`src/rom_tally_pkg.sv`:
```
package rom_tally_pkg;

    // Register offsets (byte addresses, one aligned word each)
    localparam logic [7:0] TALLY_OFS      = 8'h00;
    localparam logic [7:0] ROM_CTRL_OFS   = 8'h04;
    localparam logic [7:0] ROM_PTR_OFS    = 8'h08;
    localparam logic [7:0] IRQ_STAT_OFS   = 8'h0c;
    localparam logic [7:0] IRQ_MASK_OFS   = 8'h10;

    // Dropped-frame tally layout
    localparam int         TALLY_OVF_BIT  = 16;
    localparam logic [31:0] TALLY_RESET   = 32'hfffe0000;

    // ROM interface control layout
    localparam int         STRAP_BIT      = 15;
    localparam int         FETCH_BIT      = 14;
    localparam int         PROGRAM_BIT    = 13;
    localparam int         PAR_SEL_BIT    = 12;
    localparam int         SER_SEL_BIT    = 11;
    localparam int         EXT_SEL_BIT    = 10;
    localparam int         SER_DOUT_BIT   = 3;
    localparam int         SER_DIN_BIT    = 2;
    localparam int         SER_CLK_BIT    = 1;
    localparam int         SER_CS_BIT     = 0;
    localparam logic [31:0] ROM_CTRL_RESET = 32'hffff03ff;
    localparam logic [17:0] ROM_PTR_RESET = 18'h00000;

    // Interrupt status layout
    localparam int         IRQ_DROP_BIT   = 0;
    localparam int         IRQ_OVF_BIT    = 1;
    localparam int         IRQ_DONE_BIT   = 2;
    localparam int         IRQ_W          = 3;

    // Parallel ROM strobe timing
    localparam int         CLK_PERIOD_NS  = 10;
    localparam int         ROM_STROBE_NS  = 120;
    localparam logic [7:0] ROM_STROBE_CYCLES =
        8'((ROM_STROBE_NS + CLK_PERIOD_NS - 1) / CLK_PERIOD_NS);

    typedef enum logic [1:0] {ROM_IDLE, ROM_FETCH, ROM_PROGRAM} rom_phase_type;

endpackage

```
`src/rom_tally_regs.sv`:
```
// The Wishbone slave port and the placing of the registers were decided locally.
`timescale 1ns/1ps
module rom_tally_regs
    import rom_tally_pkg::*;
(
    input  wire logic        clk_i,
    input  wire logic        rst_i,
    input  wire logic        cyc_i,
    input  wire logic        stb_i,
    input  wire logic        we_i,
    input  wire logic [7:0]  adr_i,
    input  wire logic [3:0]  sel_i,
    input  wire logic [31:0] dat_i,
    output logic [31:0]      dat_o,
    output logic             ack_o,
    output logic             irq_o,
    input  wire logic        frame_drop_i,
    input  wire logic        mode_strap_i,
    output logic             op_mode_o,
    output logic [17:0]      rom_addr_o,
    input  wire logic [7:0]  rom_data_i,
    output logic [7:0]       rom_data_o,
    output logic             rom_data_oe_n_o,
    output logic             rom_cs_n_o,
    output logic             rom_rd_n_o,
    output logic             rom_wr_n_o,
    output logic             ext_reg_sel_o,
    output logic             sr_cs_o,
    output logic             sr_clk_o,
    output logic             sr_di_o,
    input  wire logic        sr_do_i
);

    ////////////////////////////////////////////////////////////////////////////////
    // State

    typedef struct packed {
        logic             ack;
        logic [31:0]      dat;
        logic [15:0]      cnt;
        logic             ovf;
        logic             strap;
        logic             fetch;
        logic             prog;
        logic             par_sel;
        logic             ser_sel;
        logic             ext_sel;
        logic [7:0]       data;
        logic [17:0]      ptr;
        logic [IRQ_W-1:0] stat;
        logic [IRQ_W-1:0] mask;
        logic             irq;
        rom_phase_type    phase;
        logic [7:0]       strobe;
        logic [2:0]       strap_sync;
        logic [2:0]       sdo_sync;
        logic [7:0]       rd_sync0;
        logic [7:0]       rd_sync1;
        logic [7:0]       rd_sync2;
        logic             sdo;
        logic             mode;
        logic             cs_n;
        logic             rd_n;
        logic             wr_n;
        logic             oe_n;
        logic             sr_cs;
        logic             sr_clk;
        logic             sr_di;
    } state_type;

    state_type state_r;
    state_type state_nxt;

    // Byte-lane merge of write data into an old word
    function automatic logic [31:0] lane_merge(input logic [31:0] old_v,
                                               input logic [31:0] new_v,
                                               input logic [3:0]  lanes);
        logic [31:0] res;
        res = old_v;
        for (int i = 0; i < 4; i++)
        begin
            if (lanes[i])
            begin
                res[i*8 +: 8] = new_v[i*8 +: 8];
            end
        end
        return res;
    endfunction

    // Serial port is live only when selected with fetch or program
    function automatic logic ser_live(input state_type s);
        return s.ser_sel & (s.fetch | s.prog);
    endfunction

    ////////////////////////////////////////////////////////////////////////////////
    // Bus decode

    logic        req;
    logic        rd_tally;
    logic        wr_ctrl;
    logic [31:0] tally_word;
    logic [31:0] ctrl_word;
    logic [31:0] wr_word;
    logic [31:0] rd_word;
    logic        wrap;

    // A request is taken in the cycle before ack rises
    assign req      = cyc_i & stb_i & ~state_r.ack;
    assign rd_tally = req & ~we_i & (adr_i == TALLY_OFS);
    assign wr_ctrl  = req & we_i & (adr_i == ROM_CTRL_OFS);
    assign wrap     = frame_drop_i & (state_r.cnt == 16'hffff);

    // Current register images
    always_comb
    begin
        tally_word = {TALLY_RESET[31:17], state_r.ovf, state_r.cnt};
        ctrl_word  = {ROM_CTRL_RESET[31:16], state_r.strap, state_r.fetch, state_r.prog,
                      state_r.par_sel, state_r.ser_sel, state_r.ext_sel,
                      ROM_CTRL_RESET[9:8], state_r.data};
        if (ser_live(state_r))
        begin
            ctrl_word[SER_DOUT_BIT] = state_r.sdo;
        end
        unique case (adr_i)
            TALLY_OFS:    rd_word = tally_word;
            ROM_CTRL_OFS: rd_word = ctrl_word;
            ROM_PTR_OFS:  rd_word = {14'h0000, state_r.ptr};
            IRQ_STAT_OFS: rd_word = {29'h00000000, state_r.stat};
            IRQ_MASK_OFS: rd_word = {29'h00000000, state_r.mask};
            default:      rd_word = 32'h00000000;
        endcase
        wr_word = lane_merge(rd_word, dat_i, sel_i);
    end

    ////////////////////////////////////////////////////////////////////////////////
    // Next state

    always_comb
    begin
        state_nxt = state_r;

        // Wishbone answer one cycle after the request is taken
        state_nxt.ack = req;
        state_nxt.dat = req & ~we_i ? rd_word : 32'h00000000;

        // Pin synchronisers: three stages; strap and serial-data change counts when last two agree, ROM data is used from the last stage
        state_nxt.strap_sync = {state_r.strap_sync[1:0], mode_strap_i};
        state_nxt.sdo_sync   = {state_r.sdo_sync[1:0], sr_do_i};
        state_nxt.rd_sync0   = rom_data_i;
        state_nxt.rd_sync1   = state_r.rd_sync0;
        state_nxt.rd_sync2   = state_r.rd_sync1;
        if (state_r.strap_sync[1] == state_r.strap_sync[2])
        begin
            state_nxt.strap = ~state_r.strap_sync[2];
        end
        if (state_r.sdo_sync[1] == state_r.sdo_sync[2])
        begin
            state_nxt.sdo = state_r.sdo_sync[2];
        end

        // Dropped-frame tally with read-to-clear; a new drop is never lost
        if (rd_tally)
        begin
            state_nxt.cnt = {15'h0000, frame_drop_i};
            state_nxt.ovf = wrap;
        end
        else if (frame_drop_i)
        begin
            state_nxt.cnt = 16'(state_r.cnt + 16'h0001);
            state_nxt.ovf = state_r.ovf | wrap;
        end

        // Register writes
        if (req & we_i)
        begin
            unique case (adr_i)
                ROM_CTRL_OFS:
                begin
                    // Strap status bit is not writable
                    state_nxt.fetch   = wr_word[FETCH_BIT];
                    state_nxt.prog    = wr_word[PROGRAM_BIT];
                    state_nxt.par_sel = wr_word[PAR_SEL_BIT];
                    state_nxt.ser_sel = wr_word[SER_SEL_BIT];
                    state_nxt.ext_sel = wr_word[EXT_SEL_BIT];
                    state_nxt.data    = wr_word[7:0];
                end
                ROM_PTR_OFS:  state_nxt.ptr  = wr_word[17:0];
                IRQ_MASK_OFS: state_nxt.mask = wr_word[IRQ_W-1:0];
                IRQ_STAT_OFS: state_nxt.stat = state_r.stat & ~wr_word[IRQ_W-1:0];
                default:      state_nxt.ptr  = state_r.ptr;
            endcase
        end

        // Parallel ROM cycle sequencer
        unique case (state_r.phase)
            ROM_IDLE:
            begin
                if (wr_ctrl & wr_word[PAR_SEL_BIT] & wr_word[FETCH_BIT])
                begin
                    state_nxt.phase  = ROM_FETCH;
                    state_nxt.strobe = ROM_STROBE_CYCLES;
                end
                else if (wr_ctrl & wr_word[PAR_SEL_BIT] & wr_word[PROGRAM_BIT])
                begin
                    state_nxt.phase  = ROM_PROGRAM;
                    state_nxt.strobe = ROM_STROBE_CYCLES;
                end
            end
            ROM_FETCH, ROM_PROGRAM:
            begin
                state_nxt.strobe = 8'(state_r.strobe - 8'h01);
                if (state_r.strobe == 8'h01)
                begin
                    state_nxt.phase = ROM_IDLE;
                    if (state_r.phase == ROM_FETCH)
                    begin
                        state_nxt.data = state_r.rd_sync2;
                    end
                end
            end
            default: state_nxt.phase = ROM_IDLE;
        endcase

        // Interrupt status: set wins over a clear in the same cycle
        if (frame_drop_i)
        begin
            state_nxt.stat[IRQ_DROP_BIT] = 1'b1;
        end
        if (wrap)
        begin
            state_nxt.stat[IRQ_OVF_BIT] = 1'b1;
        end
        if (state_r.phase != ROM_IDLE && state_r.strobe == 8'h01)
        begin
            state_nxt.stat[IRQ_DONE_BIT] = 1'b1;
        end
        state_nxt.irq = |(state_nxt.stat & state_nxt.mask);

        // Pin outputs, registered from the next state
        state_nxt.mode = ~state_nxt.strap;
        state_nxt.cs_n = state_nxt.phase == ROM_IDLE;
        state_nxt.rd_n = state_nxt.phase != ROM_FETCH;
        state_nxt.wr_n = state_nxt.phase != ROM_PROGRAM;
        state_nxt.oe_n = state_nxt.phase != ROM_PROGRAM;
        // Serial pins follow the data field only while selected with fetch or program
        state_nxt.sr_cs  = ser_live(state_nxt) & state_nxt.data[SER_CS_BIT];
        state_nxt.sr_clk = ser_live(state_nxt) & state_nxt.data[SER_CLK_BIT];
        state_nxt.sr_di  = ser_live(state_nxt) & state_nxt.data[SER_DIN_BIT];
    end

    ////////////////////////////////////////////////////////////////////////////////
    // Register

    always_ff @(posedge clk_i)
    begin
        if (rst_i)
        begin
            state_r            <= '0;
            state_r.cnt        <= TALLY_RESET[15:0];
            state_r.ovf        <= TALLY_RESET[TALLY_OVF_BIT];
            state_r.strap      <= ROM_CTRL_RESET[STRAP_BIT];
            // Synchroniser and mode start at the level the status bit implies
            state_r.strap_sync <= {3{~ROM_CTRL_RESET[STRAP_BIT]}};
            state_r.mode       <= ~ROM_CTRL_RESET[STRAP_BIT];
            state_r.data       <= ROM_CTRL_RESET[7:0];
            state_r.ptr        <= ROM_PTR_RESET;
            state_r.phase      <= ROM_IDLE;
            state_r.cs_n       <= 1'b1;
            state_r.rd_n       <= 1'b1;
            state_r.wr_n       <= 1'b1;
            state_r.oe_n       <= 1'b1;
        end
        else
        begin
            state_r <= state_nxt;
        end
    end

    // Outputs straight from the state register
    assign dat_o           = state_r.dat;
    assign ack_o           = state_r.ack;
    assign irq_o           = state_r.irq;
    assign op_mode_o       = state_r.mode;
    assign rom_addr_o      = state_r.ptr;
    assign rom_data_o      = state_r.data;
    assign rom_data_oe_n_o = state_r.oe_n;
    assign rom_cs_n_o      = state_r.cs_n;
    assign rom_rd_n_o      = state_r.rd_n;
    assign rom_wr_n_o      = state_r.wr_n;
    assign ext_reg_sel_o   = state_r.ext_sel;
    assign sr_cs_o         = state_r.sr_cs;
    assign sr_clk_o        = state_r.sr_clk;
    assign sr_di_o         = state_r.sr_di;
endmodule // rom_tally_regs

```
`config.mk`:
```
export PLATFORM = sky130hd
export DESIGN_NAME = rom_tally_regs
export DESIGN_NICKNAME = d
export VERILOG_FILES = /design/src/rom_tally_pkg.sv /design/src/rom_tally_regs.sv
export SDC_FILE = /design/constraint.sdc
export NUM_CORES = 1
export LEC_CHECK = 0
export ABC_CLOCK_PERIOD_IN_PS = 3150
export BUFFER_PORTS_ARGS = -buffer_cell sky130_fd_sc_hd__buf_2
export CAP_MARGIN = 25
export CORE_ASPECT_RATIO = 0.75
export CORE_MARGIN = 2
export CORE_UTILIZATION = 56
export CTS_BUF_LIST = sky130_fd_sc_hd__clkbuf_4
export DETAILED_ROUTE_END_ITERATION = 7
export MAX_ROUTING_LAYER = met4
export PLACE_DENSITY = 0.82
export SLEW_MARGIN = 25
export SYNTH_ARGS = -nofsm -noshare
export SYNTH_HDL_FRONTEND = slang
export SYNTH_SLANG_ARGS = --single-unit
```
`constraint.sdc`:
```
create_clock -name clk_i -period 3.15 [get_ports clk_i]
set_input_delay 0.1575 -clock clk_i [delete_from_list [all_inputs] [get_ports clk_i]]
set_output_delay 0.1575 -clock clk_i [all_outputs]
set_load 0.01 [all_outputs]
```
* Word-level counts from Yosys, hierarchy flattened
Index checks and enable logic that the tools add are counted.
** Word-level totals
- Bits of input ports :: 60
- Register bits :: 137
** Operators by class
- $add $sub $neg :: 2
- Multiplexer cells :: 24
- Equality and inequality tests :: 13
- Bitwise operators :: 26
- Reductions and logical operators :: 14
** Operators with widths (number)
- case mux 32 bit (5 select lines) :: 1
- 2-to-1 mux 8 bit :: 5
- 2-to-1 mux 37 bit :: 1
- 2-to-1 mux 10 bit :: 2
- 2-to-1 mux 18 bit :: 1
- adder 16 x 1 -> 16 bit, second input constant :: 1
- equality test 16 bit, second input constant :: 1
- equality test 8 x 4 -> 1 bit, second input constant :: 2
- case mux 8 bit (2 select lines) :: 1
- AND 1 bit :: 15
- 2-to-1 mux 13 bit :: 1
- equality test 8 x 1 -> 1 bit, second input constant :: 1
- equality test 8 x 3 -> 1 bit, second input constant :: 1
- equality test 8 x 5 -> 1 bit, second input constant :: 1
- logical NOT 8 bit :: 1
- 2-to-1 mux 2 bit :: 4
- subtractor 8 x 1 -> 8 bit, second input constant :: 1
- AND 3 bit :: 2
- 2-to-1 mux 3 bit :: 2
- AND reduction 2 bit :: 3
- nonzero test 2 bit :: 3
- OR reduction 2 bit :: 3
- 2-to-1 mux 1 bit :: 5
- NOT 1 bit :: 5
- 12 further kinds :: 16

* Longest topological paths before layout
Gate-level depths: netlist (run 1).
- Depth after elaboration :: 13
- Gate-level depth with buffers :: 10
- Mapped depth without buffers :: 8

* Least setup slack after synthesis (run 1)
Ideal clock, no wire load.
- Path type :: input to register
- From :: input adr_i[1]
- To :: register state_r[41] in the netlist's numbering
- Arrival :: 2213 ps
- Setup slack :: 803 ps
- Path buffers :: 1
- Data required time :: 3016 ps
- Setup time :: 134 ps
- Stages on the path :: 7
- Cells stage by stage :: or4_1 > buf_2 > or4_4 > o21bai_4 > o31ai_4 > a21boi_0 > a211oi_1
** Between the ends
- Cells in the longest elaborated chain, start to end :: 7
** Ends and longest elaborated chain
- start: declaration :: RTL line rom_tally_regs.sv:11 : input wire logic [7:0] adr_i,
- equality test 8 x 5 -> 1 bit, or another cell as far along :: RTL line rom_tally_regs.sv:124 : unique case (adr_i)
- case mux 32 bit (5 select lines) :: RTL line rom_tally_regs.sv:124
- 2-to-1 mux 8 bit :: RTL line rom_tally_regs.sv:82 : if (lanes[i])
- AND 1 bit :: RTL line rom_tally_regs.sv:198, rom_tally_regs.sv:203
- AND 1 bit (on tied branches) :: RTL line rom_tally_regs.sv:198, rom_tally_regs.sv:203
- != test 3 bit (no source line) / 2-to-1 mux 10 bit (equally long branches)
- AND reduction 2 bit (no source line) / case mux 8 bit (2 select lines) (equally long branches)
- end signal: assignment :: RTL line rom_tally_regs.sv:275 : state_r <= state_nxt;
- end: declaration :: RTL line rom_tally_regs.sv:71 : state_type state_r;
Several ways; a longest one is shown, not always the timed one.
A chain may end at the register's enable or synchronous reset.

* Worst setup path after layout (run 1)
- From :: input adr_i[6]
- To :: register state_r (netlist bit rom_addr_o[16])
** Between the ends
- Cells in the longest elaborated chain, start to end :: 3
** Ends and longest elaborated chain (RTL line)
- equality test 8 x 5 -> 1 bit, or another cell as far along :: rom_tally_regs.sv:124
- case mux 32 bit (5 select lines) :: rom_tally_regs.sv:124
- 2-to-1 mux 2 bit :: rom_tally_regs.sv:82
Several ways; a longest one is shown, not always the timed one.

==> results of run 1 <==
-- flip-flops by register name, indices dropped and copies added (netlist names), 5 cells and up --
name,count
ctrl_word,5
dat_o,19
rom_addr_o,18
rom_data_o,8
state_nxt,20
state_r,44
-- cell usage in the layout (no fill, tap or decap), drive strengths merged, types with 4 or more instances in the layout --
cell / instances
a211oi: 29
a21o: 4
a21oi: 24
a31oi: 4
and2: 11
and3: 8
buf: 124
clkbuf: 19
clkinv: 5
clkinvlp: 4
dfxtp: 124
dlygate4sd3: 21
ha: 6
inv: 12
mux2i: 23
nand2: 48
nand2b: 6
nand3: 9
nand3b: 5
nor2: 93
nor2b: 31
nor3: 23
nor4: 5
o21ai: 27
o21bai: 4
o22ai: 4
o2bb2ai: 4
or2: 7
or4: 4
xnor2: 5
xor2: 9
-- per-layer routing --
layer  vias to the layer above  GRT usage, %
met1                      2297          36.2
met3                        33          7.66
met5                         -             -
met4                         0          9.21
met2                       247          40.9
li1                       2359             -
-- where the power goes --
| part | internal, uW | leakage, uW | switching, uW | total (uW) |
|---|---|---|---|---|
| Sequential | 1590 | 0.00101 | 9.27 | 1600 |
| Clock | 492 | 0.000146 | 617 | 1110 |
| Combinational | 76.2 | 0.00152 | 109 | 185 |
| Total | 2160 | 0.00267 | 736 | 2890 |
-- cell families after synthesis --
family / after synthesis / share of synthesized area, %
buf+inv: 106 / 10.9
mux: 24 / 4.24
simple gates: 261 / 22.4
flops: 124 / 43.5
xor+xnor: 14 / 2.15
fa+ha+maj: 6 / 1.32
compound gates: 127 / 15.4
-- stage by stage --
stage                     total power (uW)  instances  instance area (sq um)
final                                 2890        875                   6430
after global placement                1790        822                   5930
after floorplan                       1730        662                   5700
after detailed placement              1790        822                   5930
after global routing                  3000        875                   6430
after CTS                             2900        875                   6430
-- layout make-up --
type,count,area (sq um),share of cell area [%]
sequential,124,2480,38.6
tap,132,165,2.57
timing repair buffer,145,858,13.3
multi-input combinational,432,2600,40.4
clock inverter,13,144,2.24
clock buffer,19,143,2.22
inverter,10,37.5,0.584
-- how the worst min path moves through the flow --
stage | from | end | cells past startpoint
after detailed placement | mode_strap_i | state_nxt[37] | 2
final | dat_i[10] | rom_addr_o[10] | 3
after global placement | mode_strap_i | state_nxt[37] | 2
after global routing | dat_i[10] | ext_reg_sel_o | 3
after CTS | cyc_i | ack_o | 3
after floorplan | rst_i | state_r[55] | 1
-- worst min-delay path: cells and delay by family --
| kind | cells | cell delay [ps] |
|---|---|---|
| compound gates | 2 | 280 |
| buf+inv | 1 | 80 |
-- timing repair --
action | CTS | global route
setup buffers | 0 | 0
hold buffers | 21 | 0
hold endpoints to repair | 21 | 0
==> impl_metrics.py, run 1 <==
metrics = {
    "clocking": {
        "clock_sinks": 124,
        "cts_buffers": 17,
        "cts_buffer_depth": 2,
        "path_clk_slew_ps": 100,
        "htreeDepth": 4,
        "cts_tree": "yes",
        "clock-root-buffer": "clkbuf_4",
        "clock_latency_ps": 540,
        "cts_resized": 0,
    },
    "setup_path": {
        "path_class": "in2reg",
        "regToRegStartpoint": "ack_o",
        "arrival_ps": 2880,
        "crit_path_end_kind": "flop",
        "startpoint_type": "input port",
        "crit_chain": "dlygate4sd3_1 > buf_2 > or2_2 > nor3_1 > buf_4 > nand2_1 > a211oi_1 > dlygate4sd3_1 > nor3_1",
        "path_max_fanout": 11,
        "cp_top_family": "buffers and inverters",
        "r2r-end": "rom_addr_o[16]",
        "cp.required_ps": 3550,
        "r2r_slack_ps": 670,
        "cp.depth": 9,
        "worst-r2r-cell-count": 7,
        "cp_slowest_stage_delay_ps": 590,
        "startpoint": "adr_i[6]",
        "critical_path.endpoint": "rom_addr_o[16]",
        "path_buf_inv": 4,
        "critPathSlowestCell": "dlygate4sd3_1",
    },
    "timing": {
        "hold_viol": 0,
        "period_minus_slack_ps": 2480,
        "timing.final.crit_share_pct": 78.7,
        "drv_slew": 0,
        "fin_setup_tns_ps": 0,
        "fmax_ghz": 0.403,
        "worst_pin_slew_ps": 991,
        "worst_hold_slack_ps": 33.4,
        "fin_ws_ps": 670,
        "max-slew-margin-rel_pct": 33.8,
        "setup_viol": 0,
        "rsz0062_at_grt": "false",
        "skew_ps": 13.4,
    },
    "global_route": {
        "first_global_vias": 4631,
        "groute.usage.overall_pct": 27.5,
        "grt_overflow_total": 0,
        "antenna_found_initial": 0,
        "grt_pass1_wl_um": 23200,
        "grt_max_degree": 52,
    },
    "synth": {
        "synth_area_leaders": "dfxtp_1 44%, buf_4 7.8%, nor2_1 6.1%",
        "yosys_warnings": 0,
        "ys_ff_latch": 124,
        "syn-cell-area_sq_um": 5700,
        "synth-seq-area-share_pct": 43.5,
        "async_flop_share_pct": 0,
        "yosysUniqueCellTypes": 62,
        "synthesis.nets": 728,
        "synth_top_area_share_pct": 43.5,
        "synth_largest_area_cell": "dfxtp_1",
        "synth-main-ff-cell": "dfxtp_1",
        "synth_edf_count": 0,
        "syn_area_per_cell_sq_um": 8.61,
        "yosysMostFrequentCell": "dfxtp_1",
        "syn-instance-count": 662,
        "synth_common_cells": "124 x dfxtp_1, 93 x nor2_1, 59 x buf_4, 48 x nand2_1, 31 x nor2b_1",
    },
    "pwr": {
        "vdd_drop_max_mv": 0.390,
        "power_leakage_uw": 0.00267,
        "cellPowerDensity_nw_per_um2": 450,
    },
    "cells_and_area": {
        "diodes": 0,
        "synthToLayoutAreaGrowth_pct": 12.8,
        "drive_above_1_share_pct": 23.6,
        "nFillCells": 811,
        "nNetsFinal": 796,
        "utilization_pct": 65.8,
    },
    "placement": {
        "portBuffers": 113,
        "place_congestion": 0.922,
        "dp_slack_ps": 337,
        "hpwl_um": 10100,
    },
    "die": {
        "row_count": 31,
        "die_h_um": 91.4,
        "die_area_sq_um": 11000,
        "die_width_um": 121,
        "top_level_ports": 129,
        "initial_core_util_pct": 58.3,
        "core_area_sq_um": 9770,
    },
    "route": {
        "top_layer": "met4",
        "routedWlPerCell_um": 16.3,
        "drcViolationCount": 0,
        "via_per_inst": 5.64,
        "dr_wl_met2_um": 6360,
        "final_antenna_net_count": 0,
        "met3_length_um": 1180,
        "vias": 4936,
        "wirelength_um": 14300,
        "met1_length_um": 6450,
        "drtIter0Drc": 494,
        "first_pass_iters": 5,
    },
    "status": {
        "outcome": "finished clean",
    },
    "run": {
        "maxCapViolations": 0,
    },
    "worst_hold_path": {
        "hold_class": "in2reg",
    },
}
Power figures use the tool's default switching activity.
==> inputs of run 2 (changes only) <==
Settings changed: ABC_CLOCK_PERIOD_IN_PS 3150 to 2500.
Clock period 3.15 ns to 2.5 ns, I/O delays scaled along.
==> impl_metrics.py, run 2 (synthesis results as in run 1) <==
metrics = {
    "setup_path": {
        "path_buf_inv": 2,
        "r2r_slack_ps": 110,
        "path_class": "in2reg",
        "cp_slowest_stage_delay_ps": 570,
        "regToRegStartpoint": "ack_o",
        "crit_path_end_kind": "flop",
        "worst-r2r-cell-count": 6,
        "cp.required_ps": 2890,
        "cp_top_family": "compound AO/OA/AOI/OAI gates",
        "startpoint_type": "input port",
        "arrival_ps": 2820,
        "path_max_fanout": 9,
        "crit_chain": "dlygate4sd3_1 > buf_2 > or2_2 > or4_4 > o21bai_4 > o31ai_4 > a21boi_1 > a211oi_1",
        "r2r-end": "state_r[41]",
        "critPathSlowestCell": "or4_4",
    },
    "route": {
        "vias": 5049,
        "via_per_inst": 5.67,
        "wirelength_um": 14500,
        "first_pass_iters": 7,
        "drtIter0Drc": 460,
        "drcViolationCount": 0,
        "routedWlPerCell_um": 16.3,
        "final_antenna_net_count": 0,
    },
    "cells_and_area": {
        "nNetsFinal": 811,
        "utilization_pct": 67.3,
        "synthToLayoutAreaGrowth_pct": 15.4,
        "largest_register": "state_r",
        "diodes": 0,
        "mostFrequentLayoutCell": "dfxtp_1",
        "nFillCells": 799,
        "largest_reg_flops": 44,
        "final-instance-count-excl-fill": 890,
        "seq_area_sq_um": 2480,
        "drive_above_1_share_pct": 24.4,
        "layout_common_cells": "124 x dfxtp_1, 113 x buf_2, 93 x nor2_1, 48 x nand2_1, 31 x nor2b_1",
        "multiInputGateArea_sq_um": 2610,
    },
    "placement": {
        "place_congestion": 0.957,
        "dp_cells": 833,
        "hpwl_um": 10300,
        "dp_slack_ps": -144,
        "portBuffers": 113,
    },
    "die": {
        "die_h_um": 91.4,
        "row_count": 31,
        "top_level_ports": 129,
        "initial_core_util_pct": 58.3,
        "die_width_um": 121,
        "core_area_sq_um": 9770,
        "die_area_sq_um": 11000,
    },
    "timing": {
        "fin_ws_ps": 70.4,
        "rsz0062_at_grt": "false",
        "fmax_ghz": 0.412,
        "max-slew-margin-rel_pct": 48.8,
        "timing.final.crit_share_pct": 97.2,
        "skew_ps": 18.2,
        "period_minus_slack_ps": 2430,
        "fin_setup_tns_ps": 0,
        "setup_viol": 0,
        "drv_slew": 0,
        "hold_viol": 0,
        "worst_pin_slew_ps": 761,
    },
    "clocking": {
        "clock_latency_ps": 540,
        "cts_buffer_depth": 2,
        "clock-root-buffer": "clkbuf_4",
        "path_clk_slew_ps": 110,
        "cts_buffers": 17,
        "clock_sinks": 124,
        "cts_tree": "yes",
        "post_cts_buffers": 0,
        "htreeDepth": 4,
    },
    "pwr": {
        "vdd_drop_max_mv": 0.547,
        "cellPowerDensity_nw_per_um2": 571,
        "power_leakage_uw": 0.00275,
    },
    "global_route": {
        "grt_pass1_wl_um": 23000,
        "grt_max_degree": 65,
        "first_global_vias": 4614,
        "grt_overflow_total": 0,
        "antenna_found_initial": 0,
        "groute.usage.overall_pct": 27.3,
    },
    "worst_hold_path": {
        "min_from": "dat_i[4]",
        "min_to": "rom_addr_o[4]",
        "min_path_cells": 5,
        "hold_class": "in2reg",
    },
    "status": {
        "outcome": "finished clean",
    },
    "run": {
        "maxCapViolations": 0,
    },
}
-- run 2: final cells by class --
class | count | share of cell area, %
Sequential cell | 124 | 37.7
Clock inverter | 14 | 2.57
Multi-Input combinational cell | 432 | 39.6
Timing Repair Buffer | 160 | 14.9
Tap cell | 132 | 2.51
Clock buffer | 18 | 2.05
Inverter | 10 | 0.571
-- run 2: through the flow --
stage               area, sq um  hold WS, ps  power [uW]
floorplan                  5700          206        2180
global placement           6020          310        2270
detailed placement         6020          316        2270
CTS                        6570         19.6        3760
global route               6580         33.9        3870
finish                     6580         33.6        3750
-- run 2: worst max path at each step --
| stage | startpoint | to | depth (start not counted) |
|---|---|---|---|
| final | adr_i[6] | state_r[41] | 8 |
| after global routing | adr_i[6] | state_r[41] | 8 |
| after CTS | adr_i[6] | state_r[41] | 8 |
| after detailed placement | adr_i[1] | state_r[41] | 7 |
| after global placement | adr_i[1] | state_r[42] | 7 |
| after floorplan | adr_i[1] | state_r[41] | 7 |
-- run 2: worst reg2reg max path: cells and delay by family (launching register included) --
family / cells / cell delay (ps)
AOI/OAI and AO/OA: 4 / 1090
DFF: 1 / 330
and+or+nand+nor: 2 / 850
-- run 2: layer usage --
layer	up-vias	track usage, %	routed length, um
met3	40	7.60	1440
met2	249	41.0	6490
met4	0	8.14	288
met5	-	-	0
li1	2395	-	-
met1	2365	35.9	6330
-- run 2: what timing repair did --
| item | 4_1_cts | 5_1_grt |
|---|---|---|
| gates resized for setup | 0 | 2 |
| setup endpoints to repair | 0 | 2 |
| hold endpoints to repair | 28 | 0 |
| hold buffers | 25 | 0 |
-- run 2: report_power, final --
group          switching [uW]  internal [uW]  leakage, uW  total [uW]
Combinational             142            107      0.00159         249
Sequential               11.7           2000      0.00101        2010
Clock                     787            705     0.000154        1490
Total                     941           2810      0.00275        3750
==> inputs of run 3 (changes only) <==
Settings changed: ABC_AREA set to 0, BUFFER_PORTS_ARGS -buffer_cell sky130_fd_sc_hd__buf_2 to -buffer_cell sky130_fd_sc_hd__buf_4, CORE_UTILIZATION 56 to 54, CTS_BUF_LIST sky130_fd_sc_hd__clkbuf_4 to not set, PLACE_DENSITY 0.82 to 0.8.
==> impl_metrics.py, run 3 (synthesis results as in run 1) <==
metrics = {
    "status": {
        "outcome": "finished clean",
    },
    "timing": {
        "period_minus_slack_ps": 2220,
        "fin_ws_ps": 277,
        "hold_viol": 0,
        "worst_pin_slew_ps": 790,
        "drv_slew": 0,
        "fmax_ghz": 0.450,
        "rsz0062_at_grt": "false",
        "worst_hold_slack_ps": 1.01,
        "skew_ps": 3.80,
        "setup_viol": 0,
        "timing.final.crit_share_pct": 88.9,
        "max-slew-margin-rel_pct": 46.9,
    },
    "cells_and_area": {
        "mostFrequentLayoutCell": "buf_4",
        "synthToLayoutAreaGrowth_pct": 22.4,
        "final-instance-count-excl-fill": 880,
        "layout_common_cells": "136 x buf_4, 124 x dfxtp_1, 93 x nor2_1, 48 x nand2_1, 31 x nor2b_1",
        "multiInputGateArea_sq_um": 2600,
        "seq_area_sq_um": 2480,
        "nFillCells": 830,
        "nNetsFinal": 797,
        "largest_reg_flops": 44,
        "drive_above_1_share_pct": 25.0,
        "largest_register": "state_r",
        "diodes": 0,
    },
    "route": {
        "first_pass_iters": 5,
        "wirelength_um": 15400,
        "final_antenna_net_count": 0,
        "vias": 5063,
        "drcViolationCount": 0,
        "met3_length_um": 1330,
        "drtIter0Drc": 523,
        "dr_wl_met2_um": 6990,
        "via_per_inst": 5.75,
        "top_layer": "met4",
        "met1_length_um": 6720,
        "routedWlPerCell_um": 17.5,
    },
    "die": {
        "top_level_ports": 129,
        "core_area_sq_um": 10300,
        "initial_core_util_pct": 55.4,
        "die_h_um": 93.0,
        "row_count": 32,
        "die_area_sq_um": 11400,
        "die_width_um": 123,
    },
    "placement": {
        "dp_slack_ps": -21.7,
        "hpwl_um": 10600,
        "place_congestion": 0.905,
        "dp_cells": 838,
        "portBuffers": 113,
    },
    "global_route": {
        "grt_max_degree": 43,
        "first_global_vias": 4832,
        "grt_overflow_total": 0,
        "grt_pass1_wl_um": 23900,
        "antenna_found_initial": 0,
        "groute.usage.overall_pct": 28.2,
    },
    "pwr": {
        "power_leakage_uw": 0.00285,
        "cellPowerDensity_nw_per_um2": 662,
        "total_power_uw": 4620,
        "vdd_drop_max_mv": 0.505,
    },
    "setup_path": {
        "cp_top_family": "simple AND/OR/NAND/NOR gates",
        "path_class": "reg2reg",
        "crit_path_end_kind": "flop",
        "worst-r2r-cell-count": 7,
        "path_buf_inv": 1,
        "startpoint": "ack_o",
        "critPathSlowestCell": "or4_4",
        "regToRegStartpoint": "ack_o",
        "arrival_ps": 2530,
        "cp.required_ps": 2810,
        "r2r-end": "state_r[45]",
        "path_max_fanout": 8,
        "r2r_slack_ps": 280,
        "startpoint_type": "flop",
        "crit_chain": "nand3b_1 > or4_4 > o21bai_4 > o31ai_4 > buf_4 > nand3_1 > a32o_1",
        "cp_slowest_stage_delay_ps": 560,
    },
    "worst_hold_path": {
        "hold_class": "in2reg",
        "min_to": "rom_addr_o[16]",
        "min_path_cells": 3,
        "min_from": "dat_i[16]",
    },
    "clocking": {
        "cts_tree": "yes",
        "cts_buffer_depth": 2,
        "cts_resized": 0,
        "clock_latency_ps": 420,
        "clock_sinks": 124,
        "htreeDepth": 4,
        "path_clk_slew_ps": 60,
        "cts_buffers": 17,
        "post_cts_buffers": 0,
        "clock-root-buffer": "clkbuf_16",
    },
    "run": {
        "maxCapViolations": 0,
    },
}
==> run 3: cell count changes in the layout (fill, tap and decap cells not counted), sizes merged <==
cell         before  now
buf             135  136
bufinv            3    1
clkinv            6    3
clkinvlp          3    4
dlygate4sd3      25   10
inv              12   16
==> run 3: worst max-delay path by stage <==
| stage | end | cells after the start |
|---|---|---|
| CTS | state_r[45] | 7 |
| floorplan | state_r[41] | 7 |
| global placement | state_r[45] | 8 |
| global route | state_r[42] | 6 |
| finish | state_r[45] | 7 |
| detailed placement | state_r[45] | 8 |
==> run 3: cell type report <==
type	instances	share of cell area, %
inverter	10	0.538
timing repair buffer	146	16.1
tap	136	2.44
sequential	124	35.6
multi-input combinational	432	37.3
clock buffer	18	6.15
clock inverter	14	1.97
==> run 3: per-layer routing <==
metal,up-vias,track usage [%]
met5,-,-
met4,0,10.9
met3,38,6.52
met2,270,43.1
met1,2390,36.6
li1,2365,-
==> run 3: per-stage QoR <==
| step | utilization (%) | area (sq um) | setup TNS [ps] |
|---|---|---|---|
| 2_1_floorplan | - | 5700 | 0 |
| 3_3_place_gp | 61.3 | 6310 | 0 |
| 3_5_place_dp | 61.3 | 6310 | -25.5 |
| 4_1_cts | 67.8 | 6980 | 0 |
| 5_1_grt | 67.8 | 6980 | 0 |
| 6_report | 67.8 | 6980 | 0 |
==> run 3: repair_timing <==
action	CTS	global route
endpoints found under the setup margin	0	0
hold buffers	10	0
hold endpoints to repair	10	0
==> run 3: where the power goes <==
part | internal (uW) | leakage (uW) | switching (uW)
Clock | 1390 | 0.000266 | 963
Combinational | 114 | 0.00158 | 142
Sequential | 2000 | 0.00101 | 12.2
Total | 3500 | 0.00285 | 1120
==> run 3: worst min-delay path, stage by stage <==
cell and delay [ps]:
buf_4 80, a211oi_1 50, nor3_1 110
